## src/at_cc_pkg.sv

```systemverilog
package at_cc_pkg;
   // ----------------------------------------
   // register indices (word address = index)
   // ----------------------------------------
   // five index bits: value low of the last channel sits at 17
   localparam logic [4:0] IDX_IRQ_ENABLE = 5'h00;
   localparam logic [4:0] IDX_IRQ_FLAGS = 5'h01;
   localparam logic [4:0] IDX_SET_POINT_HIGH = 5'h02;
   localparam logic [4:0] IDX_SET_POINT_LOW = 5'h03;
   localparam logic [4:0] IDX_ERROR_HIGH = 5'h04;
   localparam logic [4:0] IDX_ERROR_LOW = 5'h05;
   localparam logic [4:0] IDX_CONTROL_BASE = 5'h06;
   localparam logic [4:0] IDX_SOURCE_BASE = 5'h09;
   localparam logic [4:0] IDX_VALUE_HIGH_BASE = 5'h0c;
   localparam logic [4:0] IDX_VALUE_LOW_BASE = 5'h0f;
   localparam int ADDR_WIDTH = 7;
   localparam int WORD_SHIFT = 2;
   // ----------------------------------------
   // widths
   // ----------------------------------------
   localparam int NUM_CHAN = 3;
   localparam int PHASE_WIDTH = 10;
   localparam int PERIOD_WIDTH = 15;
   localparam int ERROR_WIDTH = 16;
   localparam int SRC_WIDTH = 3;
   localparam int SRC_INPUTS = 8;
   // ----------------------------------------
   // control register fields
   // ----------------------------------------
   localparam int CTL_ENABLE_BIT = 7;
   localparam int CTL_OUT_POL_BIT = 4;
   localparam int CTL_EDGE_BIT = 3;
   localparam int CTL_MODE_BIT = 0;
   localparam logic [7:0] CTL_WRITE_MASK = 8'h99;
   localparam logic [7:0] CTL_RESET = 8'h00;
   localparam logic [2:0] IRQ_RESET = 3'h0;
   localparam logic [SRC_WIDTH-1:0] SRC_PIN_CODE = 3'h0;
   localparam logic [7:0] SP_HIGH_MASK = 8'h7f;
   localparam logic [31:0] UNMAPPED_READ = 32'h0;
endpackage

```

## src/at_cc_channel.sv

```systemverilog
`timescale 1ns/10ps
module at_cc_channel
   import at_cc_pkg::*;
(
   input wire logic i_core_clk,
   input wire logic i_rst_n,
   input wire logic i_enable,
   input wire logic i_capture_mode,
   input wire logic i_edge_falling,
   input wire logic i_out_polarity,
   input wire logic i_capture_in,
   input wire logic [at_cc_pkg::PHASE_WIDTH-1:0] i_phase_count,
   input wire logic i_value_write,
   input wire logic [at_cc_pkg::PHASE_WIDTH-1:0] i_value_data,
   output logic [at_cc_pkg::PHASE_WIDTH-1:0] o_chan_value,
   output logic o_event,
   output logic o_pulse_out
);
   import at_cc_pkg::*;

   logic capture_prev_reg;
   logic compare_prev_reg;
   logic edge_seen;
   logic match_now;
   logic fire;

   // ----------------------------------------
   // edge and match detection
   // ----------------------------------------
   // edge history always tracks, so enabling mid-level gives no false edge
   always_ff @(posedge i_core_clk or negedge i_rst_n) begin
      if (!i_rst_n) begin
         capture_prev_reg <= 1'b0;
      end else begin
         capture_prev_reg <= i_capture_in;
      end
   end

   assign edge_seen = i_edge_falling ? (capture_prev_reg & ~i_capture_in)
                                     : (~capture_prev_reg & i_capture_in); // [RULE11]
   assign match_now = (i_phase_count == o_chan_value); // [RULE10]

   // one event per match entry, not per cycle the phase sits still
   always_ff @(posedge i_core_clk or negedge i_rst_n) begin
      if (!i_rst_n) begin
         compare_prev_reg <= 1'b0;
      end else begin
         compare_prev_reg <= match_now & i_enable & ~i_capture_mode;
      end
   end

   assign fire = i_enable & (i_capture_mode ? edge_seen
                             : (match_now & ~compare_prev_reg)); // [RULE8] [RULE12]

   // ----------------------------------------
   // value register
   // ----------------------------------------
   always_ff @(posedge i_core_clk or negedge i_rst_n) begin
      if (!i_rst_n) begin
         o_chan_value <= '0;
      end else if (i_enable && i_capture_mode && edge_seen) begin
         o_chan_value <= i_phase_count; // [RULE14] [RULE18]
      end else if (i_value_write && !i_capture_mode) begin
         o_chan_value <= i_value_data;
      end
   end

   always_ff @(posedge i_core_clk or negedge i_rst_n) begin
      if (!i_rst_n) begin
         o_event <= 1'b0;
      end else begin
         o_event <= fire;
      end
   end

   // output pulse is one cycle, level set by polarity
   always_ff @(posedge i_core_clk or negedge i_rst_n) begin
      if (!i_rst_n) begin
         o_pulse_out <= 1'b0;
      end else begin
         o_pulse_out <= fire ^ i_out_polarity; // [RULE9] [RULE10]
      end
   end
endmodule // at_cc_channel

```

## src/angular_timer_capture_compare.sv

```systemverilog
// How it works
// [RULE1] per-channel irq enables at bits 2..0
// [RULE2] capture sets flag, value readable
// [RULE3] compare match sets channel flag
// [RULE4] flags sticky until software writes one
// [RULE5] 15-bit set point, high 7 low 8
// [RULE6] high byte buffered until low write
// [RULE7] error equals period minus set point
// [RULE8] control bit 7 enables channel logic
// [RULE9] capture update pulses output, polarity bit 4
// [RULE10] phase equals value pulses output, polarity
// [RULE11] capture edge falling if bit 3 set
// [RULE12] control bit 0 selects capture mode
// [RULE13] set point high bit 7 reads zero
// [RULE14] 10-bit phase counter is captured, compared
// [RULE15] 15-bit measured period is the minuend
// [RULE16] 3-bit source select, zero picks pin
// [RULE17] combined irq from enabled set flags
// [RULE18] 10-bit value, captures only when enabled
//
// Added by the designer: the Avalon-MM register port and the register addresses.
`timescale 1ns/10ps
module angular_timer_capture_compare
   import at_cc_pkg::*;
(
   input wire logic i_core_clk,
   input wire logic i_rst_n,
   input wire logic [at_cc_pkg::ADDR_WIDTH-1:0] i_avs_address,
   input wire logic i_avs_read,
   input wire logic i_avs_write,
   input wire logic [31:0] i_avs_writedata,
   input wire logic [3:0] i_avs_byteenable,
   output logic [31:0] o_avs_readdata,
   output logic o_avs_waitrequest,
   input wire logic [at_cc_pkg::PHASE_WIDTH-1:0] i_phase_count,
   input wire logic [at_cc_pkg::PERIOD_WIDTH-1:0] i_measured_period,
   input wire logic [at_cc_pkg::NUM_CHAN-1:0] i_capture_pin,
   input wire logic [1:0] i_comparator_sync,
   input wire logic [3:0] i_logic_cell_out,
   input wire logic i_waveform_irq,
   output logic [at_cc_pkg::NUM_CHAN-1:0] o_chan_pulse_out,
   output logic o_irq
);
   import at_cc_pkg::*;

   // ----------------------------------------
   // declarations
   // ----------------------------------------
   logic [7:0] ctl_reg [NUM_CHAN];
   logic [SRC_WIDTH-1:0] src_reg [NUM_CHAN];
   logic [PHASE_WIDTH-1:0] chan_value [NUM_CHAN];
   logic [7:0] val_high_buf_reg [NUM_CHAN];
   logic [2:0] irq_en_reg;
   logic [2:0] irq_flag_reg;
   logic [2:0] irq_flag_next;
   logic [2:0] chan_event;
   logic [NUM_CHAN-1:0] chan_pulse;
   logic [6:0] sp_high_buf_reg;
   logic [PERIOD_WIDTH-1:0] set_point_reg;
   logic [ERROR_WIDTH-1:0] error_reg;
   logic [SRC_INPUTS-1:0] pin_meta_reg;
   logic [SRC_INPUTS-1:0] pin_sync_reg;
   logic [SRC_INPUTS-1:0] src_raw;
   logic [4:0] word_idx;
   logic wr_fire;
   logic rd_fire;
   logic ack_reg;
   logic lane0;
   logic [7:0] wdata;
   logic [31:0] read_mux;
   logic irq_next;

   // ----------------------------------------
   // bus decode
   // ----------------------------------------
   // one wait state: request answered on the edge after it is seen
   assign word_idx = i_avs_address[ADDR_WIDTH-1:WORD_SHIFT];
   assign lane0 = i_avs_byteenable[0];
   assign wdata = i_avs_writedata[7:0];
   assign wr_fire = i_avs_write & ack_reg & lane0;
   assign rd_fire = i_avs_read & ack_reg;

   always_ff @(posedge i_core_clk or negedge i_rst_n) begin
      if (!i_rst_n) begin
         ack_reg <= 1'b0;
      end else begin
         ack_reg <= (i_avs_read | i_avs_write) & ~ack_reg;
      end
   end

   always_ff @(posedge i_core_clk or negedge i_rst_n) begin
      if (!i_rst_n) begin
         o_avs_waitrequest <= 1'b1;
      end else begin
         o_avs_waitrequest <= ~((i_avs_read | i_avs_write) & ~ack_reg);
      end
   end

   // ----------------------------------------
   // capture source synchroniser
   // ----------------------------------------
   // all sources treated as asynchronous; costs two cycles of latency
   assign src_raw = {i_waveform_irq, i_logic_cell_out, i_comparator_sync, 1'b0};

   always_ff @(posedge i_core_clk or negedge i_rst_n) begin
      if (!i_rst_n) begin
         pin_meta_reg <= '0;
         pin_sync_reg <= '0;
      end else begin
         pin_meta_reg <= src_raw;
         pin_sync_reg <= pin_meta_reg;
      end
   end

   // ----------------------------------------
   // channels
   // ----------------------------------------
   logic [NUM_CHAN-1:0] pin_meta_ch_reg;
   logic [NUM_CHAN-1:0] pin_sync_ch_reg;

   always_ff @(posedge i_core_clk or negedge i_rst_n) begin
      if (!i_rst_n) begin
         pin_meta_ch_reg <= '0;
         pin_sync_ch_reg <= '0;
      end else begin
         pin_meta_ch_reg <= i_capture_pin;
         pin_sync_ch_reg <= pin_meta_ch_reg;
      end
   end

   genvar g;
   generate
      for (g = 0; g < NUM_CHAN; g++) begin : g_chan
         logic cap_in;
         logic val_wr;
         assign cap_in = (src_reg[g] == SRC_PIN_CODE) ? pin_sync_ch_reg[g]
                                                      : pin_sync_reg[src_reg[g]]; // [RULE16]
         assign val_wr = wr_fire && (word_idx == IDX_VALUE_LOW_BASE + 4'(g));

         always_ff @(posedge i_core_clk or negedge i_rst_n) begin
            if (!i_rst_n) begin
               ctl_reg[g] <= CTL_RESET;
            end else if (wr_fire && word_idx == IDX_CONTROL_BASE + 4'(g)) begin
               ctl_reg[g] <= wdata & CTL_WRITE_MASK;
            end
         end

         always_ff @(posedge i_core_clk or negedge i_rst_n) begin
            if (!i_rst_n) begin
               src_reg[g] <= SRC_PIN_CODE;
            end else if (wr_fire && word_idx == IDX_SOURCE_BASE + 4'(g)) begin
               src_reg[g] <= wdata[SRC_WIDTH-1:0];
            end
         end

         // compare value high byte waits for the low byte write
         always_ff @(posedge i_core_clk or negedge i_rst_n) begin
            if (!i_rst_n) begin
               val_high_buf_reg[g] <= '0;
            end else if (wr_fire && word_idx == IDX_VALUE_HIGH_BASE + 4'(g)) begin
               val_high_buf_reg[g] <= wdata;
            end
         end

         at_cc_channel u_chan (
            .i_core_clk(i_core_clk),
            .i_rst_n(i_rst_n),
            .i_enable(ctl_reg[g][CTL_ENABLE_BIT]), // [RULE8]
            .i_capture_mode(ctl_reg[g][CTL_MODE_BIT]), // [RULE12]
            .i_edge_falling(ctl_reg[g][CTL_EDGE_BIT]), // [RULE11]
            .i_out_polarity(ctl_reg[g][CTL_OUT_POL_BIT]),
            .i_capture_in(cap_in),
            .i_phase_count(i_phase_count),
            .i_value_write(val_wr),
            .i_value_data({val_high_buf_reg[g][1:0], wdata}),
            .o_chan_value(chan_value[g]),
            .o_event(chan_event[g]),
            .o_pulse_out(chan_pulse[g])
         );
      end
   endgenerate

   assign o_chan_pulse_out = chan_pulse;

   // ----------------------------------------
   // interrupt enables and flags
   // ----------------------------------------
   always_ff @(posedge i_core_clk or negedge i_rst_n) begin
      if (!i_rst_n) begin
         irq_en_reg <= IRQ_RESET;
      end else if (wr_fire && word_idx == IDX_IRQ_ENABLE) begin
         irq_en_reg <= wdata[2:0]; // [RULE1]
      end
   end

   // write one clears; a new event in the same cycle wins
   always_comb begin
      irq_flag_next = irq_flag_reg;
      if (wr_fire && word_idx == IDX_IRQ_FLAGS) begin
         irq_flag_next = irq_flag_reg & ~wdata[2:0]; // [RULE4]
      end
      irq_flag_next = irq_flag_next | chan_event; // [RULE2] [RULE3]
   end

   always_ff @(posedge i_core_clk or negedge i_rst_n) begin
      if (!i_rst_n) begin
         irq_flag_reg <= IRQ_RESET;
      end else begin
         irq_flag_reg <= irq_flag_next;
      end
   end

   assign irq_next = |(irq_flag_next & irq_en_reg);

   always_ff @(posedge i_core_clk or negedge i_rst_n) begin
      if (!i_rst_n) begin
         o_irq <= 1'b0;
      end else begin
         o_irq <= irq_next; // [RULE17] [RULE1]
      end
   end

   // ----------------------------------------
   // set point and error
   // ----------------------------------------
   always_ff @(posedge i_core_clk or negedge i_rst_n) begin
      if (!i_rst_n) begin
         sp_high_buf_reg <= '0;
      end else if (wr_fire && word_idx == IDX_SET_POINT_HIGH) begin
         sp_high_buf_reg <= wdata[6:0]; // [RULE6]
      end
   end

   always_ff @(posedge i_core_clk or negedge i_rst_n) begin
      if (!i_rst_n) begin
         set_point_reg <= '0;
      end else if (wr_fire && word_idx == IDX_SET_POINT_LOW) begin
         set_point_reg <= {sp_high_buf_reg, wdata}; // [RULE5] [RULE6]
      end
   end

   // registered so error readback is one cycle behind the period input
   always_ff @(posedge i_core_clk or negedge i_rst_n) begin
      if (!i_rst_n) begin
         error_reg <= '0;
      end else begin
         error_reg <= {1'b0, i_measured_period} - {1'b0, set_point_reg}; // [RULE7] [RULE15]
      end
   end

   // ----------------------------------------
   // read mux
   // ----------------------------------------
   always_comb begin
      read_mux = UNMAPPED_READ;
      case (word_idx)
         IDX_IRQ_ENABLE: read_mux[2:0] = irq_en_reg;
         IDX_IRQ_FLAGS: read_mux[2:0] = irq_flag_reg;
         IDX_SET_POINT_HIGH: read_mux[7:0] = {1'b0, set_point_reg[14:8]}; // [RULE13]
         IDX_SET_POINT_LOW: read_mux[7:0] = set_point_reg[7:0];
         IDX_ERROR_HIGH: read_mux[7:0] = error_reg[15:8]; // [RULE7]
         IDX_ERROR_LOW: read_mux[7:0] = error_reg[7:0];
         default: begin
            for (int c = 0; c < NUM_CHAN; c++) begin
               if (word_idx == IDX_CONTROL_BASE + 4'(c)) begin
                  read_mux[7:0] = ctl_reg[c];
               end
               if (word_idx == IDX_SOURCE_BASE + 4'(c)) begin
                  read_mux[SRC_WIDTH-1:0] = src_reg[c];
               end
               if (word_idx == IDX_VALUE_HIGH_BASE + 4'(c)) begin
                  read_mux[1:0] = chan_value[c][9:8]; // [RULE2]
               end
               if (word_idx == IDX_VALUE_LOW_BASE + 4'(c)) begin
                  read_mux[7:0] = chan_value[c][7:0];
               end
            end
         end
      endcase
   end

   always_ff @(posedge i_core_clk or negedge i_rst_n) begin
      if (!i_rst_n) begin
         o_avs_readdata <= '0;
      end else if ((i_avs_read | i_avs_write) && !ack_reg) begin
         o_avs_readdata <= i_avs_read ? read_mux : UNMAPPED_READ;
      end
   end
endmodule // angular_timer_capture_compare

```

## config.mk

```make
export PLATFORM = sky130hd
export DESIGN_NAME = angular_timer_capture_compare
export DESIGN_NICKNAME = d
export VERILOG_FILES = /design/src/at_cc_pkg.sv /design/src/at_cc_channel.sv /design/src/angular_timer_capture_compare.sv
export SDC_FILE = /design/constraint.sdc
export NUM_CORES = 1
export LEC_CHECK = 0
export BUFFER_PORTS_ARGS = -buffer_cell sky130_fd_sc_hd__clkbuf_2
export CORE_MARGIN = 4
export CORE_UTILIZATION = 58
export CTS_CLUSTER_DIAMETER = 40
export DETAILED_ROUTE_END_ITERATION = 10
export GPL_ROUTABILITY_DRIVEN = 0
export PLACE_DENSITY_LB_ADDON = 0.3
export SLEW_MARGIN = 15
export SYNTH_ARGS = -nofsm -noshare
export SYNTH_HDL_FRONTEND = slang
export SYNTH_HIERARCHICAL = 1
export SYNTH_SLANG_ARGS = --single-unit
```

## constraint.sdc

```tcl
create_clock -name i_core_clk -period 2.6 [get_ports i_core_clk]
set_input_delay 0.78 -clock i_core_clk [delete_from_list [all_inputs] [get_ports i_core_clk]]
set_output_delay 0.78 -clock i_core_clk [all_outputs]
set_load 0.01 [all_outputs]
```

==> metrics.sh, run 1 <==
DRT_WL_TOTAL_MM=22.9
DRIVE_GT1_SHARE_PCT=29.7
SYNTH-COMPOUND-AREA-SHARE_PCT=18.4
SYN-INSTANCE-COUNT=739
POWER.STATIC_LEAKAGE_nW=4.59
CTS_MAX_LEVEL=4
AVGSYNTHCELLAREA_UM2=11.0
GRT-BUSIEST-LAYER='met2'
FIRST_ITER_VIOLATIONS=827
NETLIST.AREA_LEADER.SHARE_PCT=44.0
YS_SEQ_AREA_SHARE_PCT=44.4
GRT_START_MAX_NET_PINS=51
POST_CTS_RESIZE_COUNT=0
DRT_FIRST_PASS_ITERS=6
CRITPATHCAPTURETYPE='register'
FINISH.INSTANCE_AREA_UM2=9410
DRCVIOLATIONCOUNT=0
FINAL_CRITICAL_PATH_SETUP_SLACK_PS=200
MIN_PERIOD_PS=2400
GRT_USE_MET1_PCT=38.8
CTS.ROOT.BUFFER_CELL='sky130_fd_sc_hd__clkbuf_16'
PATH_CLASS='reg -> reg'
MAPPEDNETLISTAREA_UM2=8120
NUMBER_OF_BUFFERS_ADDED_FOR_SETUP_AFTER_CTS=0
PLACE.DETAILED.HPWL_MM=16.3
FIN_NETS=923
BOUNDARYPINS=119
CRITICAL_PATH.STARTPOINT_TYPE='register'
CTS-HOLD-FIX-BUFFERS=0
IR_WORST_VDD_V=0.000485
GRT_PASS1_WL_MM=36.9
HOLD-WORST-SLACK_PS=304
INITIAL_CORE_UTIL_PCT=60.4
REPORT.FINAL.SLEW_VIOL_COUNT=0
YOSYSWARNINGS=6
GR-TOTAL-OVERFLOW=0
SYNTHARSTFLOPSHARE_PCT=100
VIASPERCELL=6.59
NUMBER_OF_GLOBAL_ROUTE_VIAS_BEFORE_REPAIR=6801
CRIT_CHAIN='mux4_2, mux2_2, nand3b_1, a21oi_4, buf_4, a22o_2, a21o_1'
FIN_WORST_SKEW_PS=10.4
CLOCK_TREE.BUFFER_DEPTH=2
POSTPLACECELLAREA_UM2=8770
TOTAL_DIE_AREA_UM2=16000
FLIP_FLOP_COUNT_OF_THE_LARGEST_REGISTER_AFTER_LAYOUT=30
SYNTH_TOP_AREA_CELL='sky130_fd_sc_hd__dfrtp_1'
POWERDENSITY_nW_PER_UM2=651
GRT_ANTENNA_BEFORE_REPAIR=0
ROUTE.DETAILED.WL_PER_INST_UM=22.6
TRITONCTS_NUM_SINKS=144
REPORT.FINAL.SETUP_VIOL=0
SYNTH-SIMPLE-AREA-SHARE_PCT=13.6
DIE_W_UM=126
SYNTH_FA_HA_AREA_SHARE_PCT=2.56
GROUTE.USAGE.OVERALL_PCT=29.4
SLEW-LIMIT-HEADROOM_PCT=55.5
WORST_SKEW_PAIR.LATE_LATENCY_PS=420
YOSYS-TOP-CELLS-AREA='sky130_fd_sc_hd__dfrtp_1, sky130_fd_sc_hd__mux2_2, sky130_fd_sc_hd__a22o_2'
PRECTSSETUPSLACK_PS=-14.7
PERIOD_SHARE_PCT=92.3
PORT_BUF_INSERTS=65
GLOBALROUTEMET2UTIL_PCT=46.1
NUM_ANTENNA_CELLS=0
MAX_SLEW.WORST_PIN.SLEW_PS=666
SYNTHXORXNORAREAFRAC_PCT=4.20
MOST_COMMON_CELL_IN_THE_NETLIST='sky130_fd_sc_hd__dfrtp_1'
PLACEMENT_ROWS=42
REPORT.FINAL.HOLD_VIOL_COUNT=0
LAYOUT.CORE_UTILIZATION_PCT=70.0
NUMBER_OF_SYNTHESIZED_FLOPS_WITH_AN_ENABLE_PIN=0
CP.ARRIVAL_PS=2760
RSZ0062_AT_GRT='no'
ANT_NETS=0
WORST_PATH_MAX_DELAY_CELL='sky130_fd_sc_hd__mux4_2'
TIMING.FMAX_MHz=417
TIMING.CRITICAL_PATH.SLOWEST_CELL_DELAY_PS=550
GROWTH_OF_DESIGN_AREA_FROM_SYNTHESIS_TO_FINISH_PCT=15.9
SYNTH_TOP_FAMILY_BY_AREA='compound AO/OA/AOI/OAI gates'
CORE_REGION_AREA_UM2=13500
SYNTH.FF_LATCH_COUNT=144
OUTCOME='finished, final reports clean'
CLK_TRANSITION_REPORTED_PATHS_PS=60
CLOCK_TREE_FROM_TRITONCTS='built'
FIN_SETUP_TNS_PS=0
CTS_INSERTED_BUFFERS=17
CP_MAX_FO=11
CP_DATA_REQUIRED_TIME_PS=2960
SYNTH.CELLS.MOST_FREQUENT='sky130_fd_sc_hd__dfrtp_1, sky130_fd_sc_hd__mux2_2, sky130_fd_sc_hd__a21o_1, sky130_fd_sc_hd__nand2_1'
SYNTH.AREA.MUX_SHARE_PCT=10.9
FLIP_FLOP_CELL_WITH_THE_HIGHEST_COUNT_AFTER_SYNTHESIS='sky130_fd_sc_hd__dfrtp_1'
WORST_HOLD_PATH_TYPE='in -> async'
CAP_VIOL_MAX_COUNT=0
CHIPHEIGHT_UM=126
SYNTHDISTINCTLIBCELLS=77
DETAILROUTE.VIA_COUNT=6673
GLOBALROUTEMET3UTIL_PCT=7.48
## area by class of cell
type	count	area, um^2
well taps	176	220
inverters	27	101
multi-input cells	530	4130
flip-flops and latches	144	3600
repair buffers	105	719
clock inverters	9	155
clock buffers	22	484
fillers	991	4040
## critical path: cells and delay by family (launching register included)
family	cells	cell delay [ps]
muxes	2	860
DFF	1	460
AOI/OAI and AO/OA	3	600
buffers and inverters	1	220
and+or+nand+nor	1	210
## placed cells by master, fill, tap and decap left out, types with 5 or more instances in the layout
cell type                   Yosys  routed
sky130_fd_sc_hd__dfrtp_1      143     143
sky130_fd_sc_hd__clkbuf_2       0      64
sky130_fd_sc_hd__mux2_2        59      59
sky130_fd_sc_hd__a21o_1        38      38
sky130_fd_sc_hd__nand2_1       38      38
sky130_fd_sc_hd__buf_4         25      33
sky130_fd_sc_hd__nor2_1        31      31
sky130_fd_sc_hd__xor2_1        31      31
sky130_fd_sc_hd__a22o_2        30      30
sky130_fd_sc_hd__inv_1         27      27
sky130_fd_sc_hd__conb_1         1      24
sky130_fd_sc_hd__nand3_1       18      18
sky130_fd_sc_hd__o21ai_0       17      17
sky130_fd_sc_hd__clkbuf_16      0      17
sky130_fd_sc_hd__a21oi_1       16      16
sky130_fd_sc_hd__ha_1          15      15
sky130_fd_sc_hd__nand3b_1      12      12
sky130_fd_sc_hd__nor4_1        12      12
sky130_fd_sc_hd__nor2b_1       11      11
sky130_fd_sc_hd__nand4_1       11      11
sky130_fd_sc_hd__o21a_1         8       8
sky130_fd_sc_hd__nor3_1         8       8
sky130_fd_sc_hd__xnor2_1        8       8
sky130_fd_sc_hd__and3b_1        8       8
sky130_fd_sc_hd__a32oi_1        8       8
sky130_fd_sc_hd__a22o_1         8       8
sky130_fd_sc_hd__and3_1         7       7
sky130_fd_sc_hd__buf_12         0       7
sky130_fd_sc_hd__nand2b_1       6       6
sky130_fd_sc_hd__mux4_2         6       6
sky130_fd_sc_hd__nor3b_1        6       6
sky130_fd_sc_hd__o2111ai_1      5       5
sky130_fd_sc_hd__a311oi_1       5       5
sky130_fd_sc_hd__mux2i_1        5       5
## report_power, final
part | internal, mW | leakage [nW] | switching, mW
Combinational | 0.392 | 2.39 | 0.503
Sequential | 2.43 | 1.89 | 0.167
Clock | 1.70 | 0.312 | 0.929
Total | 4.53 | 4.59 | 1.60
## metrics by stage
stage               power [mW]  cells
CTS                       6.13   1013
global route              6.36   1013
finish                    6.13   1013
global placement          3.45    982
floorplan                 3.15    762
detailed placement        3.50    982
## cell families after synthesis
group	Yosys count
AND/OR/NAND/NOR	193
adder cells (fa/ha/maj)	16
flip-flops	144
XOR/XNOR	39
buffers and inverters	88
AO/OA/AOI/OAI	185
multiplexers	73
other	1
## path summary, 6_finish.rpt
path | cells past startpoint | slack [ps] | end | startpoint
min in group i_core_clk | 0 | 350 | pin_sync_reg[4] | pin_meta_reg[4]
min reg2reg | 0 | 350 | pin_sync_reg[4] | pin_meta_reg[4]
max | 7 | 200 | g_chan[0].u_chan/o_chan_value[6] | src_reg[7]
max reg2reg | 7 | 200 | g_chan[0].u_chan/o_chan_value[6] | src_reg[7]
min | 1 | 300 | g_chan[0].u_chan/compare_prev_reg | i_rst_n
max in group asynchronous | 2 | 1590 | o_avs_waitrequest | i_rst_n
## routing by layer
| layer | vias to the layer above | wire length (um) |
|---|---|---|
| li1 | 2869 | - |
| met1 | 3284 | 9080 |
| met2 | 448 | 10800 |
| met3 | 72 | 2150 |
| met4 | 0 | 854 |
| met5 | - | 0 |
Note: power is estimated with default switching activity, not from simulation.
==> inputs of run 2 (changes only) <==
--- a/config.mk
+++ b/config.mk
@@ -12,6 +12,7 @@
 export DETAILED_ROUTE_END_ITERATION = 10
 export GPL_ROUTABILITY_DRIVEN = 0
 export PLACE_DENSITY_LB_ADDON = 0.3
+export REMOVE_ABC_BUFFERS = 1
 export SLEW_MARGIN = 15
 export SYNTH_ARGS = -nofsm -noshare
 export SYNTH_HDL_FRONTEND = slang
==> constraint.sdc (replaced) <==
create_clock -name i_core_clk -period 2.6 [get_ports i_core_clk]
set_input_delay 0.13 -clock i_core_clk [delete_from_list [all_inputs] [get_ports i_core_clk]]
set_output_delay 0.13 -clock i_core_clk [all_outputs]
set_load 0.01 [all_outputs]
==> run 2 against run 1 <==
- final area down 2.3%
- largest power group is now sequential cells
- largest cell class unchanged
- combinational power down 3.9%
- sequential cell count unchanged
- clock power down 15%
- via count down 3.7%
- worst setup slack worse by 63 ps
- sequential power about the same
- final cell count down 0.69%
- register-to-register slack worse by 60 ps
- critical path depth down 1
- first-iteration DRC count down 19%
- highest routed layer unchanged
==> metrics.sh, run 2 (synthesized netlist as in run 1, its figures left out) <==
OUTCOME='finished, final reports clean'
MAX_SLEW.WORST_PIN.SLEW_PS=894  # +228 ps
REPORT.FINAL.SETUP_VIOL=0  # unchanged
ROUTE.DETAILED.WL_PER_INST_UM=22.4  # -1.2%
IR_WORST_VDD_V=0.000484  # -0.16%
WORST_HOLD_PATH_TYPE='in -> reg'
CRITICAL_PATH.STARTPOINT_TYPE='register'
DRT_WL_TOTAL_MM=22.5  # -1.9%
NUM_ANTENNA_CELLS=0  # unchanged
TIMING.FMAX_MHz=406  # -2.6%
SLEW-LIMIT-HEADROOM_PCT=40.3  # -15 points
CLK_TRANSITION_REPORTED_PATHS_PS=60  # about the same
DRIVE_GT1_SHARE_PCT=27.3  # -2.4 points
CTS_MAX_LEVEL=4  # unchanged
PATH_CLASS='reg -> reg'
DETAILROUTE.VIA_COUNT=6427  # -3.7%
PLACE.DETAILED.HPWL_MM=16.0  # -1.8%
VIASPERCELL=6.39  # -3.0%
INITIAL_CORE_UTIL_PCT=60.4  # unchanged
GRT_PASS1_WL_MM=35.6  # -3.3%
FINAL_COMMON_CELL='sky130_fd_sc_hd__dfrtp_1'
POWER.STATIC_LEAKAGE_nW=4.46  # -2.9%
CRITPATHCAPTURETYPE='register'
GRT_START_MAX_NET_PINS=84  # +65%
GR-TOTAL-OVERFLOW=0  # unchanged
CRIT_CHAIN='mux4_2, mux2_2, nand3b_1, a21oi_4, nor2_2, a21o_1'
BOUNDARYPINS=119  # unchanged
GROWTH_OF_DESIGN_AREA_FROM_SYNTHESIS_TO_FINISH_PCT=13.2
DIE_W_UM=126  # unchanged
CLOCK_TREE.BUFFER_DEPTH=2  # unchanged
CLOCK_TREE_FROM_TRITONCTS='built'
PLACEMENT_ROWS=42  # unchanged
CP_DATA_REQUIRED_TIME_PS=2910  # -50 ps
POSTPLACECELLAREA_UM2=8540  # -2.6%
TRITONCTS_NUM_SINKS=144  # unchanged
DRCVIOLATIONCOUNT=0  # unchanged
TIMING.CRITICAL_PATH.SLOWEST_CELL_DELAY_PS=520  # -30 ps
TOTAL_DIE_AREA_UM2=16000  # unchanged
PORT_BUF_INSERTS=65  # unchanged
CHIPHEIGHT_UM=126  # unchanged
FLIP_FLOP_COUNT_OF_THE_LARGEST_REGISTER_AFTER_LAYOUT=30  # unchanged
FINAL_CRITICAL_PATH_SETUP_SLACK_PS=136  # -63.1 ps
NUMBER_OF_GLOBAL_ROUTE_VIAS_BEFORE_REPAIR=6611  # -2.8%
FIN_SETUP_TNS_PS=0  # unchanged
WORST_SKEW_PAIR.LATE_LATENCY_PS=430  # about the same
CAP_VIOL_MAX_COUNT=0  # unchanged
GROUTE.USAGE.OVERALL_PCT=28.6  # -0.80 points
REPORT.FINAL.SLEW_VIOL_COUNT=0  # unchanged
CTS_INSERTED_BUFFERS=17  # unchanged
ANT_NETS=0  # unchanged
POWERDENSITY_nW_PER_UM2=619  # -4.9%
PERIOD_SHARE_PCT=94.8  # +2.4 points
FIRST_ITER_VIOLATIONS=671  # -19%
CP_MAX_FO=15  # +4
LAYOUT.CORE_UTILIZATION_PCT=68.4  # -1.6 points
RSZ0062_AT_GRT='no'
DRT_FIRST_PASS_ITERS=5  # -1
FIN_NETS=915  # -0.87%
CP.ARRIVAL_PS=2770  # about the same
GRT_ANTENNA_BEFORE_REPAIR=0  # unchanged
WORST_PATH_MAX_DELAY_CELL='sky130_fd_sc_hd__mux4_2'
CORE_REGION_AREA_UM2=13500  # unchanged
FIN_WORST_SKEW_PS=7.15  # -3.29 ps
CTS.ROOT.BUFFER_CELL='sky130_fd_sc_hd__clkbuf_16'
FINISH.INSTANCE_AREA_UM2=9200  # -2.3%
HOLD-WORST-SLACK_PS=28.7  # -275 ps
LAYOUT.CELLS.MOST_COMMON_LIST='sky130_fd_sc_hd__dfrtp_1, sky130_fd_sc_hd__clkbuf_2, sky130_fd_sc_hd__mux2_2, sky130_fd_sc_hd__a21o_1, sky130_fd_sc_hd__nand2_1'
MIN_PERIOD_PS=2460  # +63.1 ps
PRECTSSETUPSLACK_PS=190  # +205 ps
REPORT.FINAL.HOLD_VIOL_COUNT=0  # unchanged
==> run 2: cell count changes in the layout (fill, tap and decap cells not counted), moves of 2 or more <==
cell	change
sky130_fd_sc_hd__buf_4	-12
sky130_fd_sc_hd__dlygate4sd3_1	+11
sky130_fd_sc_hd__buf_12	-7
sky130_fd_sc_hd__bufinv_16	-4
sky130_fd_sc_hd__clkbuf_1	+4
sky130_fd_sc_hd__clkinv_4	-2
==> run 2: area by class of cell <==
class                           instances  area (um^2)
Fill cell                            1041         4260
Multi-Input combinational cell        530         4130
Sequential cell                       144         3600
Timing Repair Buffer                   97          599
Clock buffer                           27          513
Tap cell                              176          220
Inverter                               27          101
Clock inverter                          5         30.0
==> run 2: metrics by stage <==
step / power (mW) / cells
6_report: 5.69 / 1006
5_1_grt: 5.91 / 1006
4_1_cts: 5.69 / 1006
3_5_place_dp: 3.45 / 963
3_3_place_gp: 3.41 / 963
2_1_floorplan: 3.08 / 701
==> run 2: final timing paths <==
path	startpoint	to	slack (ps)	depth (start not counted)
max in group asynchronous	i_rst_n	val_high_buf_reg[16]	1480	3
max reg2reg	src_reg[4]	g_chan[1].u_chan/o_chan_value[4]	140	6
max	src_reg[4]	g_chan[1].u_chan/o_chan_value[4]	140	6
min reg2reg	pin_meta_reg[2]	pin_sync_reg[2]	350	0
min in group asynchronous	i_rst_n	pin_meta_ch_reg[1]	340	2
min	i_measured_period[0]	error_reg[0]	30	4
==> run 2: where the power goes <==
part | internal, mW | switching, mW
Combinational | 0.372 | 0.488
Sequential | 2.43 | 0.162
Clock | 1.34 | 0.896
Total | 4.15 | 1.55
==> run 2: per-layer routing <==
layer,vias up,track usage [%],wire [um]
li1,2847,-,-
met1,3161,36.6,8810
met2,351,46.0,10800
met3,68,5.13,1800
met4,0,16.0,1110
met5,-,0,0
==> run 2: critical path: cells and delay by family (launching register included) <==
kind	cells	cell delay [ps]
mux	2	820
compound gates	2	660
flops	1	460
simple gates	2	410
==> run 2: repair_timing <==
| action | in CTS | in global routing |
|---|---|---|
| setup endpoints to repair | 0 | 0 |
| endpoints found under the hold margin | 89 | 0 |
| hold buffers | 11 | 0 |
| gates resized for setup | 0 | 0 |
| setup buffers | 0 | 0 |
